<file path="config.mk">
export PLATFORM = sky130hd
export DESIGN_NAME = sli_top
export DESIGN_NICKNAME = d
export VERILOG_FILES = /design/src/inc/sli_pkg.sv /design/src/logic/sli_top.sv
export SDC_FILE = /design/constraint.sdc
export NUM_CORES = 1
export LEC_CHECK = 0
export CAP_MARGIN = 20
export CORE_MARGIN = 3
export CORE_UTILIZATION = 42
export CTS_CLUSTER_SIZE = 14
export DETAILED_ROUTE_END_ITERATION = 12
export DONT_BUFFER_PORTS = 1
export PLACE_DENSITY = 0.63
export SLEW_MARGIN = 40
export SYNTH_ARGS = -nofsm -noshare
export SYNTH_HDL_FRONTEND = slang
export SYNTH_SLANG_ARGS = --single-unit
</file>
<file path="constraint.sdc">
create_clock -name pclk -period 2.25 [get_ports pclk]
set_clock_uncertainty 0.15 [all_clocks]
set_input_delay 0.3375 -clock pclk [delete_from_list [all_inputs] [get_ports pclk]]
set_output_delay 0.3375 -clock pclk [all_outputs]
set_load 0.02 [all_outputs]
</file>
<file path="src/inc/sli_pkg.sv">
/*
 * Shared constants for the status and fault indicator block: register map,
 * field positions, reset values, thresholds and timing figures.
 * Assumes a single 10 MHz system clock and a 32-bit APB register bus.
 */
package sli_pkg;

    // Clock rate and the 1 ms time base derived from it.
    localparam int CLK_FREQ_HZ = 10_000_000;
    localparam int TICK_TIME_MS = 1;
    localparam int TICK_CYCLES = CLK_FREQ_HZ / 1000 * TICK_TIME_MS;

    // Supply measurement blanking after power-up, and the fault threshold.
    localparam int BLANK_TIME_MS = 500;
    localparam logic [9:0] BLANK_TICKS = 10'(BLANK_TIME_MS / TICK_TIME_MS);
    localparam logic [15:0] VBAT_MIN_MV = 16'h1964;

    // Register byte addresses.
    localparam logic [11:0] ADDR_CTRL = 12'h000;
    localparam logic [11:0] ADDR_STATUS = 12'h004;
    localparam logic [11:0] ADDR_STICKY = 12'h008;
    localparam logic [11:0] ADDR_CLEAR = 12'h00C;
    localparam logic [11:0] ADDR_IRQ_EN = 12'h010;
    localparam logic [11:0] ADDR_BIAS = 12'h014;
    localparam logic [11:0] ADDR_CURRENT = 12'h018;
    localparam logic [11:0] ADDR_VBAT = 12'h01C;

    // Control register fields.
    localparam int CTRL_CAPTURE_BIT = 0;
    localparam int CTRL_ABORT_EN_BIT = 1;
    localparam logic CTRL_ABORT_EN_RST = 1'b1;

    // Status register fields (live state).
    localparam int ST_ENABLED_BIT = 0;
    localparam int ST_CAN_OK_BIT = 1;
    localparam int ST_BOOT_BIT = 2;
    localparam int ST_VBAT_FAULT_BIT = 3;
    localparam int ST_BLANK_DONE_BIT = 4;
    localparam int ST_LOG_ACTIVE_BIT = 5;
    localparam int ST_WIDTH = 6;

    // Sticky event layout, shared by sticky, clear and enable registers.
    localparam int EV_UNDERVOLT_BIT = 0;
    localparam int EV_COMM_LOSS_BIT = 1;
    localparam int EV_LOG_ABORT_BIT = 2;
    localparam int EV_WIDTH = 3;
    localparam logic [EV_WIDTH-1:0] EV_FAULT_MASK = 3'h3;

    localparam int CUR_WIDTH = 12;
    localparam logic [CUR_WIDTH-1:0] BIAS_RST = 12'h000;
    localparam int PWM_WIDTH = 4;

    typedef enum logic [1:0] {
        SLI_OFF,
        SLI_GREEN,
        SLI_RED,
        SLI_ORANGE
    } sli_color_t;

    typedef enum logic {
        SLI_LOG_IDLE,
        SLI_LOG_XFER
    } sli_log_state_t;

endpackage

</file>
<file path="src/logic/sli_top.sv">
/*
 * Status and fault indicator for a bus-attached power distribution unit: two indicators,
 * under-voltage fault with blanking, sticky faults, log abort, bias removal, APB registers.
 * Assumes robot, link, boot, log and measurement inputs come from logic on pclk, so they
 * are used without synchronisers.
 */
// Operation
// - Fast green enabled, slow green disabled, slow orange with fault, slow red without link.
// - Both indicators show the same colour and blink unless in boot-loader.
// - In boot-loader the communication indicator alone alternates green and orange.
// - Battery fault asserts whenever the supply reads below 6.5 V once the blanking time has ended.
// - Battery fault turns only the disabled indication orange; it also sets the sticky under-voltage event.
// - Supply readings are ignored for the first 500 ms after power-up.
// - Sticky faults survive field updates and clear only on explicit request.
// - When the host becomes enabled, any log extraction in progress is aborted.
// - Current-sense bias is subtracted so an unloaded channel reads 0 A.
module sli_top #(
    parameter int TICK_CYCLES = sli_pkg::TICK_CYCLES,
    parameter int FAST_HALF_MS = 125,
    parameter int SLOW_HALF_MS = 500,
    parameter logic [3:0] ORANGE_RED_DUTY = 4'h8
) (
    input wire logic pclk,
    input wire logic presetn,
    input wire logic psel,
    input wire logic penable,
    input wire logic pwrite,
    input wire logic [11:0] paddr,
    input wire logic [31:0] pwdata,
    output logic pready,
    output logic [31:0] prdata,
    output logic pslverr,
    input wire logic robot_enabled,
    input wire logic can_ok,
    input wire logic boot_mode,
    input wire logic [15:0] vbat_mv,
    input wire logic [11:0] current_raw,
    input wire logic log_start,
    input wire logic log_done,
    output logic log_active,
    output logic log_abort,
    output logic [11:0] current_out,
    output logic vbat_fault,
    output logic stat_red,
    output logic stat_green,
    output logic comm_red,
    output logic comm_green,
    output logic irq
);

    // Fast must stay shorter than slow; a bad override degrades to equal periods.
    localparam int FAST_MS = (FAST_HALF_MS < SLOW_HALF_MS) ? FAST_HALF_MS : SLOW_HALF_MS;

    // Maps a colour and blink phase onto the two dies of one indicator.
    function automatic logic [1:0] led_drive(input sli_pkg::sli_color_t color,
                                             input logic on,
                                             input logic red_slot);
        logic [1:0] rg;
        rg = 2'h0;
        if (on) begin
            case (color)
                sli_pkg::SLI_GREEN: rg = 2'h1;
                sli_pkg::SLI_RED: rg = 2'h2;
                sli_pkg::SLI_ORANGE: rg = {red_slot, 1'b1};
                default: rg = 2'h0;
            endcase
        end
        return rg;
    endfunction

    logic [13:0] tick_cnt;
    logic tick;
    logic [9:0] blank_cnt;
    logic blank_done;
    logic [9:0] fast_cnt, slow_cnt;
    logic fast_ph, slow_ph, boot_ph;
    logic [3:0] pwm_cnt;
    logic ctrl_abort_en;
    logic [sli_pkg::EV_WIDTH-1:0] sticky;
    logic [sli_pkg::EV_WIDTH-1:0] irq_en;
    logic [11:0] bias;
    logic enabled_d, can_ok_d;
    sli_pkg::sli_log_state_t log_state;
    logic [sli_pkg::EV_WIDTH-1:0] next_events;
    logic wr_en, setup, vbat_low, host_enable_edge;
    sli_pkg::sli_color_t main_color;
    logic main_on;
    logic [1:0] next_stat, next_comm;

    assign setup = psel && !penable && !pready;
    assign wr_en = psel && penable && pready && pwrite;
    assign vbat_low = blank_done && (vbat_mv < sli_pkg::VBAT_MIN_MV);
    assign host_enable_edge = robot_enabled && !enabled_d;

    // Millisecond time base shared by blanking and blink counters.
    always_ff @(posedge pclk or negedge presetn) begin
        if (!presetn) begin
            tick_cnt <= 14'h0000;
            tick <= 1'b0;
        end else if (tick_cnt == 14'(TICK_CYCLES - 1)) begin
            tick_cnt <= 14'h0000;
            tick <= 1'b1;
        end else begin
            tick_cnt <= tick_cnt + 14'h0001;
            tick <= 1'b0;
        end
    end

    // Connecting a battery or closing the main breaker bounces the supply.
    always_ff @(posedge pclk or negedge presetn) begin
        if (!presetn) begin
            blank_cnt <= 10'h000;
            blank_done <= 1'b0;
        end else if (tick && !blank_done) begin
            blank_cnt <= blank_cnt + 10'h001;
            blank_done <= (blank_cnt == sli_pkg::BLANK_TICKS - 10'h001);
        end
    end

    always_ff @(posedge pclk or negedge presetn) begin
        if (!presetn) begin
            fast_cnt <= 10'h000;
            fast_ph <= 1'b0;
        end else if (tick) begin
            if (fast_cnt == 10'(FAST_MS - 1)) begin
                fast_cnt <= 10'h000;
                fast_ph <= !fast_ph;
            end else begin
                fast_cnt <= fast_cnt + 10'h001;
            end
        end
    end

    // The boot pattern steps once per full slow period (every second half period): green, orange, green.
    always_ff @(posedge pclk or negedge presetn) begin
        if (!presetn) begin
            slow_cnt <= 10'h000;
            slow_ph <= 1'b0;
            boot_ph <= 1'b0;
        end else if (tick) begin
            if (slow_cnt == 10'(SLOW_HALF_MS - 1)) begin
                slow_cnt <= 10'h000;
                slow_ph <= !slow_ph;
                boot_ph <= boot_ph ^ slow_ph;
            end else begin
                slow_cnt <= slow_cnt + 10'h001;
            end
        end
    end

    // Orange is red and green together, red gated to a share of 16 slots.
    always_ff @(posedge pclk or negedge presetn) begin
        if (!presetn) begin
            pwm_cnt <= 4'h0;
        end else begin
            pwm_cnt <= pwm_cnt + 4'h1;
        end
    end

    // Indication priority: no link, then enabled, then fault, then disabled.
    always_comb begin
        main_color = sli_pkg::SLI_GREEN;
        main_on = slow_ph;
        if (!can_ok) begin
            main_color = sli_pkg::SLI_RED;
        end else if (robot_enabled) begin
            main_on = fast_ph;
        end else if ((|(sticky & sli_pkg::EV_FAULT_MASK)) || vbat_low) begin
            main_color = sli_pkg::SLI_ORANGE;
        end
        next_stat = led_drive(main_color, main_on, pwm_cnt < ORANGE_RED_DUTY);
        next_comm = next_stat;
        if (boot_mode) begin
            next_comm = led_drive(boot_ph ? sli_pkg::SLI_ORANGE : sli_pkg::SLI_GREEN,
                                  slow_ph, pwm_cnt < ORANGE_RED_DUTY);
        end
    end

    always_ff @(posedge pclk or negedge presetn) begin
        if (!presetn) begin
            stat_red <= 1'b0;
            stat_green <= 1'b0;
            comm_red <= 1'b0;
            comm_green <= 1'b0;
        end else begin
            {stat_red, stat_green} <= next_stat;
            {comm_red, comm_green} <= next_comm;
        end
    end

    // Registered copy for this output and the status register; indicators, sticky and irq use vbat_low.
    always_ff @(posedge pclk or negedge presetn) begin
        if (!presetn) begin
            vbat_fault <= 1'b0;
        end else begin
            vbat_fault <= vbat_low;
        end
    end

    always_ff @(posedge pclk or negedge presetn) begin
        if (!presetn) begin
            enabled_d <= 1'b0;
            can_ok_d <= 1'b0;
        end else begin
            enabled_d <= robot_enabled;
            can_ok_d <= can_ok;
        end
    end

    // Extraction normally starts while disabled; finishing it after an enable
    // would hold the host disabled, so the enable edge cuts it short.
    always_ff @(posedge pclk or negedge presetn) begin
        if (!presetn) begin
            log_state <= sli_pkg::SLI_LOG_IDLE;
            log_active <= 1'b0;
            log_abort <= 1'b0;
        end else begin
            log_abort <= 1'b0;
            case (log_state)
                sli_pkg::SLI_LOG_IDLE: begin
                    if (log_start && !robot_enabled) begin
                        log_state <= sli_pkg::SLI_LOG_XFER;
                        log_active <= 1'b1;
                    end
                end
                default: begin
                    if (host_enable_edge && ctrl_abort_en) begin
                        log_state <= sli_pkg::SLI_LOG_IDLE;
                        log_active <= 1'b0;
                        log_abort <= 1'b1;
                    end else if (log_done) begin
                        log_state <= sli_pkg::SLI_LOG_IDLE;
                        log_active <= 1'b0;
                    end
                end
            endcase
        end
    end

    always_comb begin
        next_events = '0;
        next_events[sli_pkg::EV_UNDERVOLT_BIT] = vbat_low;
        next_events[sli_pkg::EV_COMM_LOSS_BIT] = can_ok_d && !can_ok;
        next_events[sli_pkg::EV_LOG_ABORT_BIT] = (log_state == sli_pkg::SLI_LOG_XFER)
            && host_enable_edge && ctrl_abort_en;
    end

    // Only reset and a clear write clear these; boot-loader entry does not.
    // A new event in the cycle of its clear survives.
    always_ff @(posedge pclk or negedge presetn) begin
        if (!presetn) begin
            sticky <= '0;
        end else begin
            if (wr_en && paddr == sli_pkg::ADDR_CLEAR) begin
                sticky <= (sticky & ~pwdata[sli_pkg::EV_WIDTH-1:0]) | next_events;
            end else begin
                sticky <= sticky | next_events;
            end
        end
    end

    always_ff @(posedge pclk or negedge presetn) begin
        if (!presetn) begin
            irq <= 1'b0;
        end else begin
            irq <= |(sticky & irq_en);
        end
    end

    // Software registers; the capture bit is a command and never stored.
    always_ff @(posedge pclk or negedge presetn) begin
        if (!presetn) begin
            ctrl_abort_en <= sli_pkg::CTRL_ABORT_EN_RST;
            irq_en <= '0;
            bias <= sli_pkg::BIAS_RST;
        end else if (wr_en) begin
            if (paddr == sli_pkg::ADDR_CTRL) begin
                ctrl_abort_en <= pwdata[sli_pkg::CTRL_ABORT_EN_BIT];
                if (pwdata[sli_pkg::CTRL_CAPTURE_BIT]) begin
                    bias <= current_raw;
                end
            end else if (paddr == sli_pkg::ADDR_IRQ_EN) begin
                irq_en <= pwdata[sli_pkg::EV_WIDTH-1:0];
            end else if (paddr == sli_pkg::ADDR_BIAS) begin
                bias <= pwdata[sli_pkg::CUR_WIDTH-1:0];
            end
        end
    end

    // Readings under the bias floor to zero rather than wrapping.
    always_ff @(posedge pclk or negedge presetn) begin
        if (!presetn) begin
            current_out <= 12'h000;
        end else if (current_raw > bias) begin
            current_out <= current_raw - bias;
        end else begin
            current_out <= 12'h000;
        end
    end

    // No wait state: the answer is registered during the setup cycle.
    always_ff @(posedge pclk or negedge presetn) begin
        if (!presetn) begin
            pready <= 1'b0;
            prdata <= 32'h0000_0000;
            pslverr <= 1'b0;
        end else if (setup) begin
            pready <= 1'b1;
            prdata <= 32'h0000_0000;
            pslverr <= 1'b0;
            if (paddr == sli_pkg::ADDR_CTRL) begin
                prdata[sli_pkg::CTRL_ABORT_EN_BIT] <= ctrl_abort_en;
            end else if (paddr == sli_pkg::ADDR_STATUS) begin
                prdata[sli_pkg::ST_WIDTH-1:0] <= {log_active, blank_done, vbat_fault,
                                                  boot_mode, can_ok, robot_enabled};
            end else if (paddr == sli_pkg::ADDR_STICKY) begin
                prdata[sli_pkg::EV_WIDTH-1:0] <= sticky;
            end else if (paddr == sli_pkg::ADDR_CLEAR) begin
                prdata <= 32'h0000_0000;
            end else if (paddr == sli_pkg::ADDR_IRQ_EN) begin
                prdata[sli_pkg::EV_WIDTH-1:0] <= irq_en;
            end else if (paddr == sli_pkg::ADDR_BIAS) begin
                prdata[sli_pkg::CUR_WIDTH-1:0] <= bias;
            end else if (paddr == sli_pkg::ADDR_CURRENT) begin
                prdata[sli_pkg::CUR_WIDTH-1:0] <= current_out;
            end else if (paddr == sli_pkg::ADDR_VBAT) begin
                prdata[15:0] <= vbat_mv;
            end else begin
                pslverr <= 1'b1;
            end
        end else begin
            pready <= 1'b0;
            pslverr <= 1'b0;
        end
    end

endmodule
</file>
==> impl_results.md, run 1 <==
* Status: finished, violations left
* Violated checks: negative hold slack
* CTS Buffer Depth at 2
* Routed Wire Length at 14.4 mm
* Worst-path clk slew at 0.05 ns
* Synth Instances at 586
* Core area at 13500 um2
* Post-synth top area share at 0.479
* TritonCTS clock tree: yes
* Number of CTS-inserted buffers at 17
* Initial antenna violation count at 0
* Cell taking the most area after synthesis: dfrtp_1
* Netlist area before placement at 5850 um2
* Crit end category: flop
* Top cells by count, synth: dfrtp_1, nand2_1, nor2_1
* Final max-slew violation count at 0
* DR DRC count at 0
* Initial Utilization at 0.435
* First-pass DRT Iterations at 4
* Clock Latency Late Sink at 0.42 ns
* Max-cap violations at 0
* Row count at 42
* Final HPWL DP at 10.3 mm
* Worst path max stage delay at 0.36 ns
* Hold WS at -0.525 ns
* Final hold vios at 113
* Final GP Congestion at 0.847
* Ys Warns at 0
* Crit path arrival time at 2.36 ns
* Largest net degree at the start of global routing at 114
* Power Total at 4950 uW
* Req. time, crit path at 2.40 ns
* Setup TNS at 0 ns
* Final min period at 2.21 ns
* Clk sinks at 113
* Routed WL per cell at 17.0 um
* Critical path's top delay family: adder cells
* Layout net count at 757
* Synth top area cells: dfrtp_1, nand2_1, ha_1, xor2_1, o21ai_0
* Worst Setup Start Kind: flop
* LEAKAGE at 0.00331 uW
* Area grow syn2layout at 21.9%
* Hold buffers post-CTS at 32
* Crit path buf inv count at 3
* Critical Path Fanout Max at 2
* Post-Layout Cell Count at 845
* Ys async rst share at 1.00
* Syn Area/Cell at 9.98 um2
* Routed Antenna Nets at 0
* Synth Register Bits at 113
* Synth Flop Type: dfrtp_1
* Via-per-instance ratio at 5.35
* Number of synthesized flops with an enable pin at 0
* Tot GR Track Use at 0.201
* Chip width at 124 um
* First-pass GRT wire length at 23.5 mm
* Via Count at 4523
* Sequential fraction of the synthesis area at 0.484
* Final worst-path cycle share at 0.983
* Cell variety after synth at 66
* Worst hold path class: primary input to async pin
* CP max stage cell: dfrtp_1
* Die H at 124 um
* I/O Pins at 136
* Fmax at 452 MHz
* Port bufs at 0
* Initial drt markers at 286
* Final setup vio count at 0
* Pwr dens at 694 nW/um2
* Share of cells above drive strength 1 at 0.149
* CTS H-tree lvls at 4
* Top-count cell post-synth: dfrtp_1
* Root buf cell: clkbuf_16
* Die footprint at 15400 um2
* Antenna Cells at 0
* Placed insts at 779
* Max IR drop VDD at 0.528 mV
* Worst Setup Slack post-DPL at -0.128 ns
* Grt total ovfl at 0
* Vias in the first global route at 4589
* RSZ-0062 raised after global routing: true
* Setup WS post-layout at 0.0388 ns
* Crit path kind: flop to flop
* CP cell instances: ha_2 > inv_2 > fa_2 > a211oi_2 > buf_4 > buf_6 > o21bai_1 > a21oi_1 > xor2_1 > nor2_1
## path summary, 6_finish.rpt
check / from / to / slack (ns) / cells past startpoint
setup / recovery: bias[0]$_DFFE_PN0P_ / current_out[6]$_DFF_PN0_ / 0.04 / 10
hold / removal: presetn / prdata[0]$_DFFE_PN0P_ / -0.52 / 0
setup reg to reg: bias[0]$_DFFE_PN0P_ / current_out[6]$_DFF_PN0_ / 0.04 / 10
hold reg to reg: pwm_cnt[0]$_DFF_PN0_ / pwm_cnt[0]$_DFF_PN0_ / 0.31 / 1
max in group asynchronous: presetn / ctrl_abort_en$_DFFE_PN1P_ / 2.27 / 0
min in group pclk: paddr[4] / prdata[4]$_DFFE_PN0P_ / 0.02 / 2
## worst reg2reg max path: cells and delay by family, from the launching register on
family	cells	cell delay, ns
simple gates	1	0.05
xor+xnor	1	0.20
fa+ha+maj	2	0.53
compound gates	3	0.51
flops	1	0.36
buf+inv	3	0.29
## report_power, final
| part | leakage [uW] | internal, uW | switching (uW) |
|---|---|---|---|
| clock | 0.000274 | 1590 | 927 |
| combinational | 0.00151 | 143 | 154 |
| sequential | 0.00152 | 2070 | 69.0 |
## placed cells by master (no fill, tap or decap), types with 17 or more instances in the layout
| cell | instances |
|---|---|
| nor2_1 | 51 |
| nand2_1 | 75 |
| xor2_1 | 24 |
| dfrtp_1 | 112 |
| mux2i_1 | 18 |
| xnor2_1 | 21 |
| clkbuf_16 | 17 |
| buf_4 | 32 |
| dlygate4sd3_1 | 32 |
| inv_1 | 28 |
| o21ai_0 | 37 |
| ha_1 | 17 |
## registers in the layout, indices dropped and copies added, names as in the netlist, 3 cells and up
register	flops
blank_cnt	10
tick_cnt	14
pwm_cnt	4
irq_en	3
bias	12
current_out	12
fast_cnt	10
prdata	16
slow_cnt	10
sticky	3
## cell families (layout without fill, tap and decap cells)
family	after synthesis	count (layout)	share of synthesized area
xor gates and xnor gates	45	45	0.0674
and+or+nand+nor	207	207	0.169
DFF	113	113	0.484
other	1	16	0.000641
adders and majority gates	19	19	0.0419
muxes	28	28	0.0558
AOI/OAI and AO/OA	112	112	0.130
buffers and inverters	61	129	0.0515
## timing repair
| item | in CTS | in global routing |
|---|---|---|
| endpoints found under the setup margin | 12 | 12 |
| hold endpoints to repair | 145 | 113 |
| resized for setup | 1 | 5 |
| setup buffers | 1 | 1 |
| pin swaps | 3 | 3 |
| cloned | 0 | 0 |
## layer usage
layer / vias up / routed length (um) / part of all wire / track usage
met5: - / 0 / 0 / 0
met1: 2201 / 6410 / 0.45 / 0.258
met3: 22 / 965 / 0.067 / 0.0767
met4: 0 / 306 / 0.021 / 0.0746
li1: 2175 / - / - / -
met2: 125 / 6710 / 0.47 / 0.311
## through the flow
stage | instance area, um2 | utilization | hold slack [ns]
after floorplan | 5930 | - | -0.108
after global placement | 6220 | 0.463 | -0.105
after detailed placement | 6220 | 0.463 | -0.105
after CTS | 7110 | 0.529 | -0.547
after global routing | 7130 | 0.530 | -0.558
final | 7130 | 0.530 | -0.525
## final cells by class
cell class | instances | area, um2
fillers | 1202 | 6320
flip-flops and latches | 113 | 2830
multi-input cells | 427 | 2800
repair buffers | 67 | 612
clock buffers | 21 | 470
well taps | 176 | 220
inverters | 30 | 113
clock inverters | 11 | 87.6
No activity file was read; power rests on OpenSTA's default activity.
==> inputs of run 2 (changes only) <==
--- a/config.mk
+++ b/config.mk
@@ -11,7 +11,7 @@
 export CTS_CLUSTER_SIZE = 14
 export DETAILED_ROUTE_END_ITERATION = 12
 export DONT_BUFFER_PORTS = 1
-export PLACE_DENSITY = 0.63
+export PLACE_DENSITY = 0.6
 export SLEW_MARGIN = 40
 export SYNTH_ARGS = -nofsm -noshare
 export SYNTH_HDL_FRONTEND = slang
==> constraint.sdc (replaced) <==
create_clock -name pclk -period 2.5 [get_ports pclk]
set_clock_uncertainty 0.15 [all_clocks]
set_input_delay 0.375 -clock pclk [delete_from_list [all_inputs] [get_ports pclk]]
set_output_delay 0.375 -clock pclk [all_outputs]
set_load 0.02 [all_outputs]
==> impl_results.md, run 2 (same netlist as run 1, synthesis figures left out) <==
* TritonCTS clock tree: yes
* Crit path from: bias[6]$_DFFE_PN0P_
* Most flops, register: prdata
* Final worst-path cycle share at 0.934 (-0.0491)
* Tot GR Track Use at 0.189 (-0.0125)
* Pwr dens at 694 nW/um2 (about the same)
* Largest register FFs at 16 (unchanged)
* Die footprint at 15400 um2 (unchanged)
* Grt total ovfl at 0 (unchanged)
* Max IR drop VDD at 0.513 mV (-2.7%)
* Core area at 13500 um2 (unchanged)
* Worst-path clk slew at 0.05 ns (about the same)
* Placed insts at 760 (-2.4%)
* Port bufs at 0 (unchanged)
* Final min period at 2.33 ns (+0.123 ns)
* Worst hold path class: primary input to async pin
* Worst path max stage delay at 0.45 ns (+0.09 ns)
* Final hold vios at 113 (unchanged)
* Fill cells at 1231 (+2.4%)
* Req. time, crit path at 2.66 ns (+0.26 ns)
* Clock Latency Late Sink at 0.41 ns (about the same)
* Chip width at 124 um (unchanged)
* Final max-slew violation count at 0 (unchanged)
* Max-cap violations at 0 (unchanged)
* Die H at 124 um (unchanged)
* Metal2 WL at 6.43 mm (-4.2%)
* Area grow syn2layout at 18.6%
* Initial Utilization at 0.435 (unchanged)
* R2r startpoint: bias[6]$_DFFE_PN0P_
* Fmax at 428 MHz (-5.3%)
* Setup TNS at 0 ns (unchanged)
* Number of CTS-inserted buffers at 17 (unchanged)
* Routed Wire Length at 13.8 mm (-4.2%)
* Crit path kind: flop to flop
* Final setup vio count at 0 (unchanged)
* Share of cells above drive strength 1 at 0.118 (-0.0319)
* Root buf cell: clkbuf_16
* Via-per-instance ratio at 5.39 (+0.66%)
* Regs by FF count: prdata: 16 flops, tick_cnt: 14 flops
* LEAKAGE at 0.00321 uW (-3.0%)
* Crit end category: flop
* Crit path arrival time at 2.50 ns (+0.14 ns)
* Initial drt markers at 262 (-8.4%)
* Commonest non-fill, non-tap cells in the layout: dfrtp_1, nand2_1, nor2_1
* Clk sinks at 113 (unchanged)
* Final GP Congestion at 0.843 (-0.46%)
* Hold buffers post-CTS at 21 (-34%)
* Largest net degree at the start of global routing at 114 (unchanged)
* Initial antenna violation count at 1 (+1)
* First-pass DRT Iterations at 5 (+1)
* Hold WS at -0.490 ns (+0.0347 ns)
* Metal-1 WL at 6.18 mm (-3.6%)
* DR DRC count at 0 (unchanged)
* Max Used Layer: met4
* Vias in the first global route at 4372 (-4.7%)
* Worst Setup Start Kind: flop
* Layout net count at 726 (-4.1%)
* CTS H-tree lvls at 4 (unchanged)
* First-pass GRT wire length at 22.2 mm (-5.4%)
* Routed Antenna Nets at 0 (unchanged)
* Critical Path Fanout Max at 5 (+3)
* Status: finished, violations left
* CP max stage cell: a211oi_1
* RSZ-0062 raised after global routing: false
* Critical path's top delay family: compound AO/OA/AOI/OAI gates
* Violated checks: negative hold slack
* Met3 Routed Length at 859 um (-11%)
* CTS Buffer Depth at 2 (unchanged)
* I/O Pins at 136 (unchanged)
* Crit path buf inv count at 1 (-2)
* Via Count at 4391 (-2.9%)
* Final HPWL DP at 10.0 mm (-2.9%)
* Row count at 42 (unchanged)
* Post-Layout Cell Count at 815 (-3.6%)
* Commonest non-fill, non-tap cell in the layout: dfrtp_1
* Routed WL per cell at 16.9 um (-0.69%)
* CP cell instances: inv_1 > ha_1 > a21o_1 > a211oi_1 > o2bb2ai_1 > o31a_1 > nor3_1
-- run 2: repair_timing --
item / in CTS / in global routing
endpoints found under the setup margin: 0 / 12
setup buffers: 0 / 0
resized for setup: 0 / 6
hold endpoints to repair: 137 / 113
-- run 2: metrics by stage --
step	hold slack [ns]	cell area, um2	power (uW)	utilization	worst slack [ns]
2_1_floorplan	-0.0706	5910	2130	-	0.0273
3_3_place_gp	-0.0666	6060	2150	0.450	0.0744
3_5_place_dp	-0.0677	6060	2160	0.450	0.0652
4_1_cts	-0.515	6920	4860	0.514	0.0751
5_1_grt	-0.510	6940	4970	0.516	0.00386
6_report	-0.490	6940	4820	0.516	0.166
-- run 2: power by group --
group,internal [uW],switching [uW],total [uW]
Combinational,105,129,234
Clock,1840,818,2650
Sequential,1860,66.0,1930
-- run 2: layer usage --
| metal | GRT usage | vias up |
|---|---|---|
| li1 | - | 2110 |
| met1 | 0.245 | 2129 |
| met2 | 0.292 | 131 |
| met3 | 0.0577 | 21 |
| met4 | 0.0842 | 0 |
| met5 | 0 | - |
-- run 2: worst paths after layout --
kind	to	slack, ns	cells past startpoint
worst max-delay path	current_out[11]$_DFF_PN0_	0.17	7
worst min-delay path	irq$_DFF_PN0_	-0.49	0
worst max register to register	current_out[11]$_DFF_PN0_	0.17	7
worst min register to register	pwm_cnt[0]$_DFF_PN0_	0.31	1
max in group asynchronous	ctrl_abort_en$_DFFE_PN1P_	2.43	0
min in group pclk	bias[7]$_DFFE_PN0P_	0.01	2
-- run 2: cell type report --
| type | instances | area [um2] | share of cell area |
|---|---|---|---|
| repair buffers | 36 | 335 | 0.0483 |
| clock inverters | 11 | 183 | 0.0263 |
| well taps | 176 | 220 | 0.0317 |
| diodes | 1 | 2.50 | 0.000361 |
| multi-input cells | 427 | 2790 | 0.401 |
| clock buffers | 21 | 470 | 0.0678 |
| flip-flops and latches | 113 | 2830 | 0.408 |
| inverters | 30 | 113 | 0.0162 |
-- run 2: worst reg2reg max path: cells and delay by family, from the launching register on --
| kind | cells | cell delay (ns) |
|---|---|---|
| adder cells (fa/ha/maj) | 1 | 0.31 |
| AO/OA/AOI/OAI | 4 | 1.07 |
| buffers and inverters | 1 | 0.12 |
| flip-flops | 1 | 0.37 |
| AND/OR/NAND/NOR | 1 | 0.21 |
==> inputs of run 3 (changes only) <==
--- a/config.mk
+++ b/config.mk
@@ -12,6 +12,7 @@
 export DETAILED_ROUTE_END_ITERATION = 12
 export DONT_BUFFER_PORTS = 1
 export PLACE_DENSITY = 0.6
+export RECOVER_POWER = 50
 export SLEW_MARGIN = 40
 export SYNTH_ARGS = -nofsm -noshare
 export SYNTH_HDL_FRONTEND = slang
==> impl_results.md, run 3 (same netlist as run 1, synthesis figures left out) <==
* Status: finished, violations left
* Violated checks: negative hold slack
* RSZ-0062 raised after global routing: false
* Routed WL per cell at 16.9 um (+0.13%)
* CTS Buffer Depth at 2 (unchanged)
* Die H at 124 um (unchanged)
* Worst reg2reg setup slack at 0.17 ns (about the same)
* Final max-slew violation count at 0 (unchanged)
* Via Count at 4387 (-0.091%)
* Clk pwr share at 0.551 (about the same)
* Fmax at 428 MHz (about the same)
* Number of CTS-inserted buffers at 17 (unchanged)
* Final GP Congestion at 0.843 (unchanged)
* Post-CTS setup buffers at 0 (unchanged)
* Via-per-instance ratio at 5.38 (about the same)
* Max IR drop VDD at 0.513 mV (-0.13%)
* Commonest non-fill, non-tap cells in the layout: dfrtp_1, nand2_1, nor2_1
* Combinational share of power at 0.049 (about the same)
* Regs by FF count: prdata: 16 flops, tick_cnt: 14 flops
* Hold buffers post-CTS at 21 (unchanged)
* Core area at 13500 um2 (unchanged)
* P_int at 3800 uW (about the same)
* LEAKAGE at 0.00321 uW (-0.12%)
* Req. time, crit path at 2.66 ns (about the same)
* Final worst-path cycle share at 0.934 (about the same)
* Setup TNS at 0 ns (unchanged)
* Hold WS at -0.490 ns (+0.000353 ns)
* Crit path kind: flop to flop
* Largest net degree at the start of global routing at 114 (unchanged)
* Row count at 42 (unchanged)
* Routed Wire Length at 13.8 mm (+0.13%)
* TritonCTS clock tree: yes
* Routed Antenna Nets at 0 (unchanged)
* Critical Path Fanout Max at 5 (unchanged)
* Layout net count at 726 (unchanged)
* Psw at 1010 uW (about the same)
* Final HPWL DP at 10.0 mm (unchanged)
* Final min period at 2.33 ns (-0.00000200 ns)
* Pwr dens at 695 nW/um2 (about the same)
* Sw Ratio at 0.210 (about the same)
* CTS H-tree lvls at 4 (unchanged)
* Power Total at 4820 uW (about the same)
* Final hold vios at 113 (unchanged)
* Initial drt markers at 254 (-3.1%)
* Initial antenna violation count at 1 (unchanged)
* Worst Setup Slack post-DPL at 0.0652 ns (unchanged)
* Largest register FFs at 16 (unchanged)
* I/O Pins at 136 (unchanged)
* Crit path arrival time at 2.50 ns (about the same)
* First-pass DRT Iterations at 8 (+3)
* Layout Utilization at 0.515 (about the same)
* Fill cells at 1233 (+0.16%)
* Worst Setup Start Kind: flop
* Root buf cell: clkbuf_16
* Port bufs at 0 (unchanged)
* Initial Utilization at 0.435 (unchanged)
* Most flops, register: prdata
* Share of cells above drive strength 1 at 0.114 (-0.00313)
* Clock Latency Late Sink at 0.41 ns (about the same)
* Chip width at 124 um (unchanged)
* Worst hold path class: primary input to async pin
* DR DRC count at 0 (unchanged)
* Area grow syn2layout at 18.5% (about the same)
* Vias in the first global route at 4372 (unchanged)
* Setup WS post-layout at 0.166 ns (+0.00000200 ns)
* Max-cap violations at 0 (unchanged)
* Clk sinks at 113 (unchanged)
* Tot GR Track Use at 0.189 (unchanged)
* Sequential Power Share at 0.400 (about the same)
* Crit end category: flop
* Commonest non-fill, non-tap cell in the layout: dfrtp_1
* Grt total ovfl at 0 (unchanged)
* Worst-path clk slew at 0.05 ns (about the same)
* Final setup vio count at 0 (unchanged)
* Die footprint at 15400 um2 (unchanged)
* First-pass GRT wire length at 22.2 mm (unchanged)
[run 3: per-stage QoR]
stage	std cells	cell area (um2)
after global placement	760	6060
final	815	6930
after CTS	813	6920
after floorplan	601	5910
after global routing	815	6930
after detailed placement	760	6060
[run 3: final timing paths]
path	end	cells after the start	from
worst max-delay path	current_out[11]$_DFF_PN0_	7	bias[6]$_DFFE_PN0P_
worst min-delay path	irq$_DFF_PN0_	0	presetn
worst max register to register	current_out[11]$_DFF_PN0_	7	bias[6]$_DFFE_PN0P_
worst min register to register	pwm_cnt[0]$_DFF_PN0_	1	pwm_cnt[0]$_DFF_PN0_
max in group asynchronous	ctrl_abort_en$_DFFE_PN1P_	0	presetn
min in group pclk	bias[7]$_DFFE_PN0P_	2	pwdata[7]
[run 3: timing repair]
action,CTS,global route
setup endpoints to repair,0,12
resized for setup,0,6
endpoints found under the hold margin,137,113
[run 3: layout make-up]
| cell class | count | area, um2 | area share |
|---|---|---|---|
| timing repair buffer | 36 | 332 | 0.0478 |
| multi-input combinational | 427 | 2790 | 0.402 |
| sequential | 113 | 2830 | 0.408 |
| clock buffer | 21 | 470 | 0.0678 |
| antenna | 1 | 2.50 | 0.000361 |
| inverter | 30 | 113 | 0.0162 |
| tap | 176 | 220 | 0.0318 |
| clock inverter | 11 | 183 | 0.0263 |
[run 3: per-layer routing]
metal	global-route usage	part of all wire	wire, um	vias up
li1	-	-	-	2109
met1	0.245	0.45	6180	2124
met2	0.292	0.46	6410	133
met3	0.0577	0.065	890	21
met4	0.0842	0.023	316	0
met5	0	0	0	-
[run 3: critical path, stage by stage, from the launching register on]
cell and delay (ns):
dfrtp_1 0.37, inv_1 0.12, ha_1 0.31, a21o_1 0.21, a211oi_1 0.45, o2bb2ai_1 0.15, o31a_1 0.26, nor3_1 0.21
[run 3: power by group through the flow]
stage               clock network [uW]  logic [uW]  registers [uW]
floorplan                            0         190            1940
global placement                     0         192            1960
detailed placement                   0         196            1960
CTS                               2700         227            1930
global route                      2780         260            1930
finish                            2650         234            1930
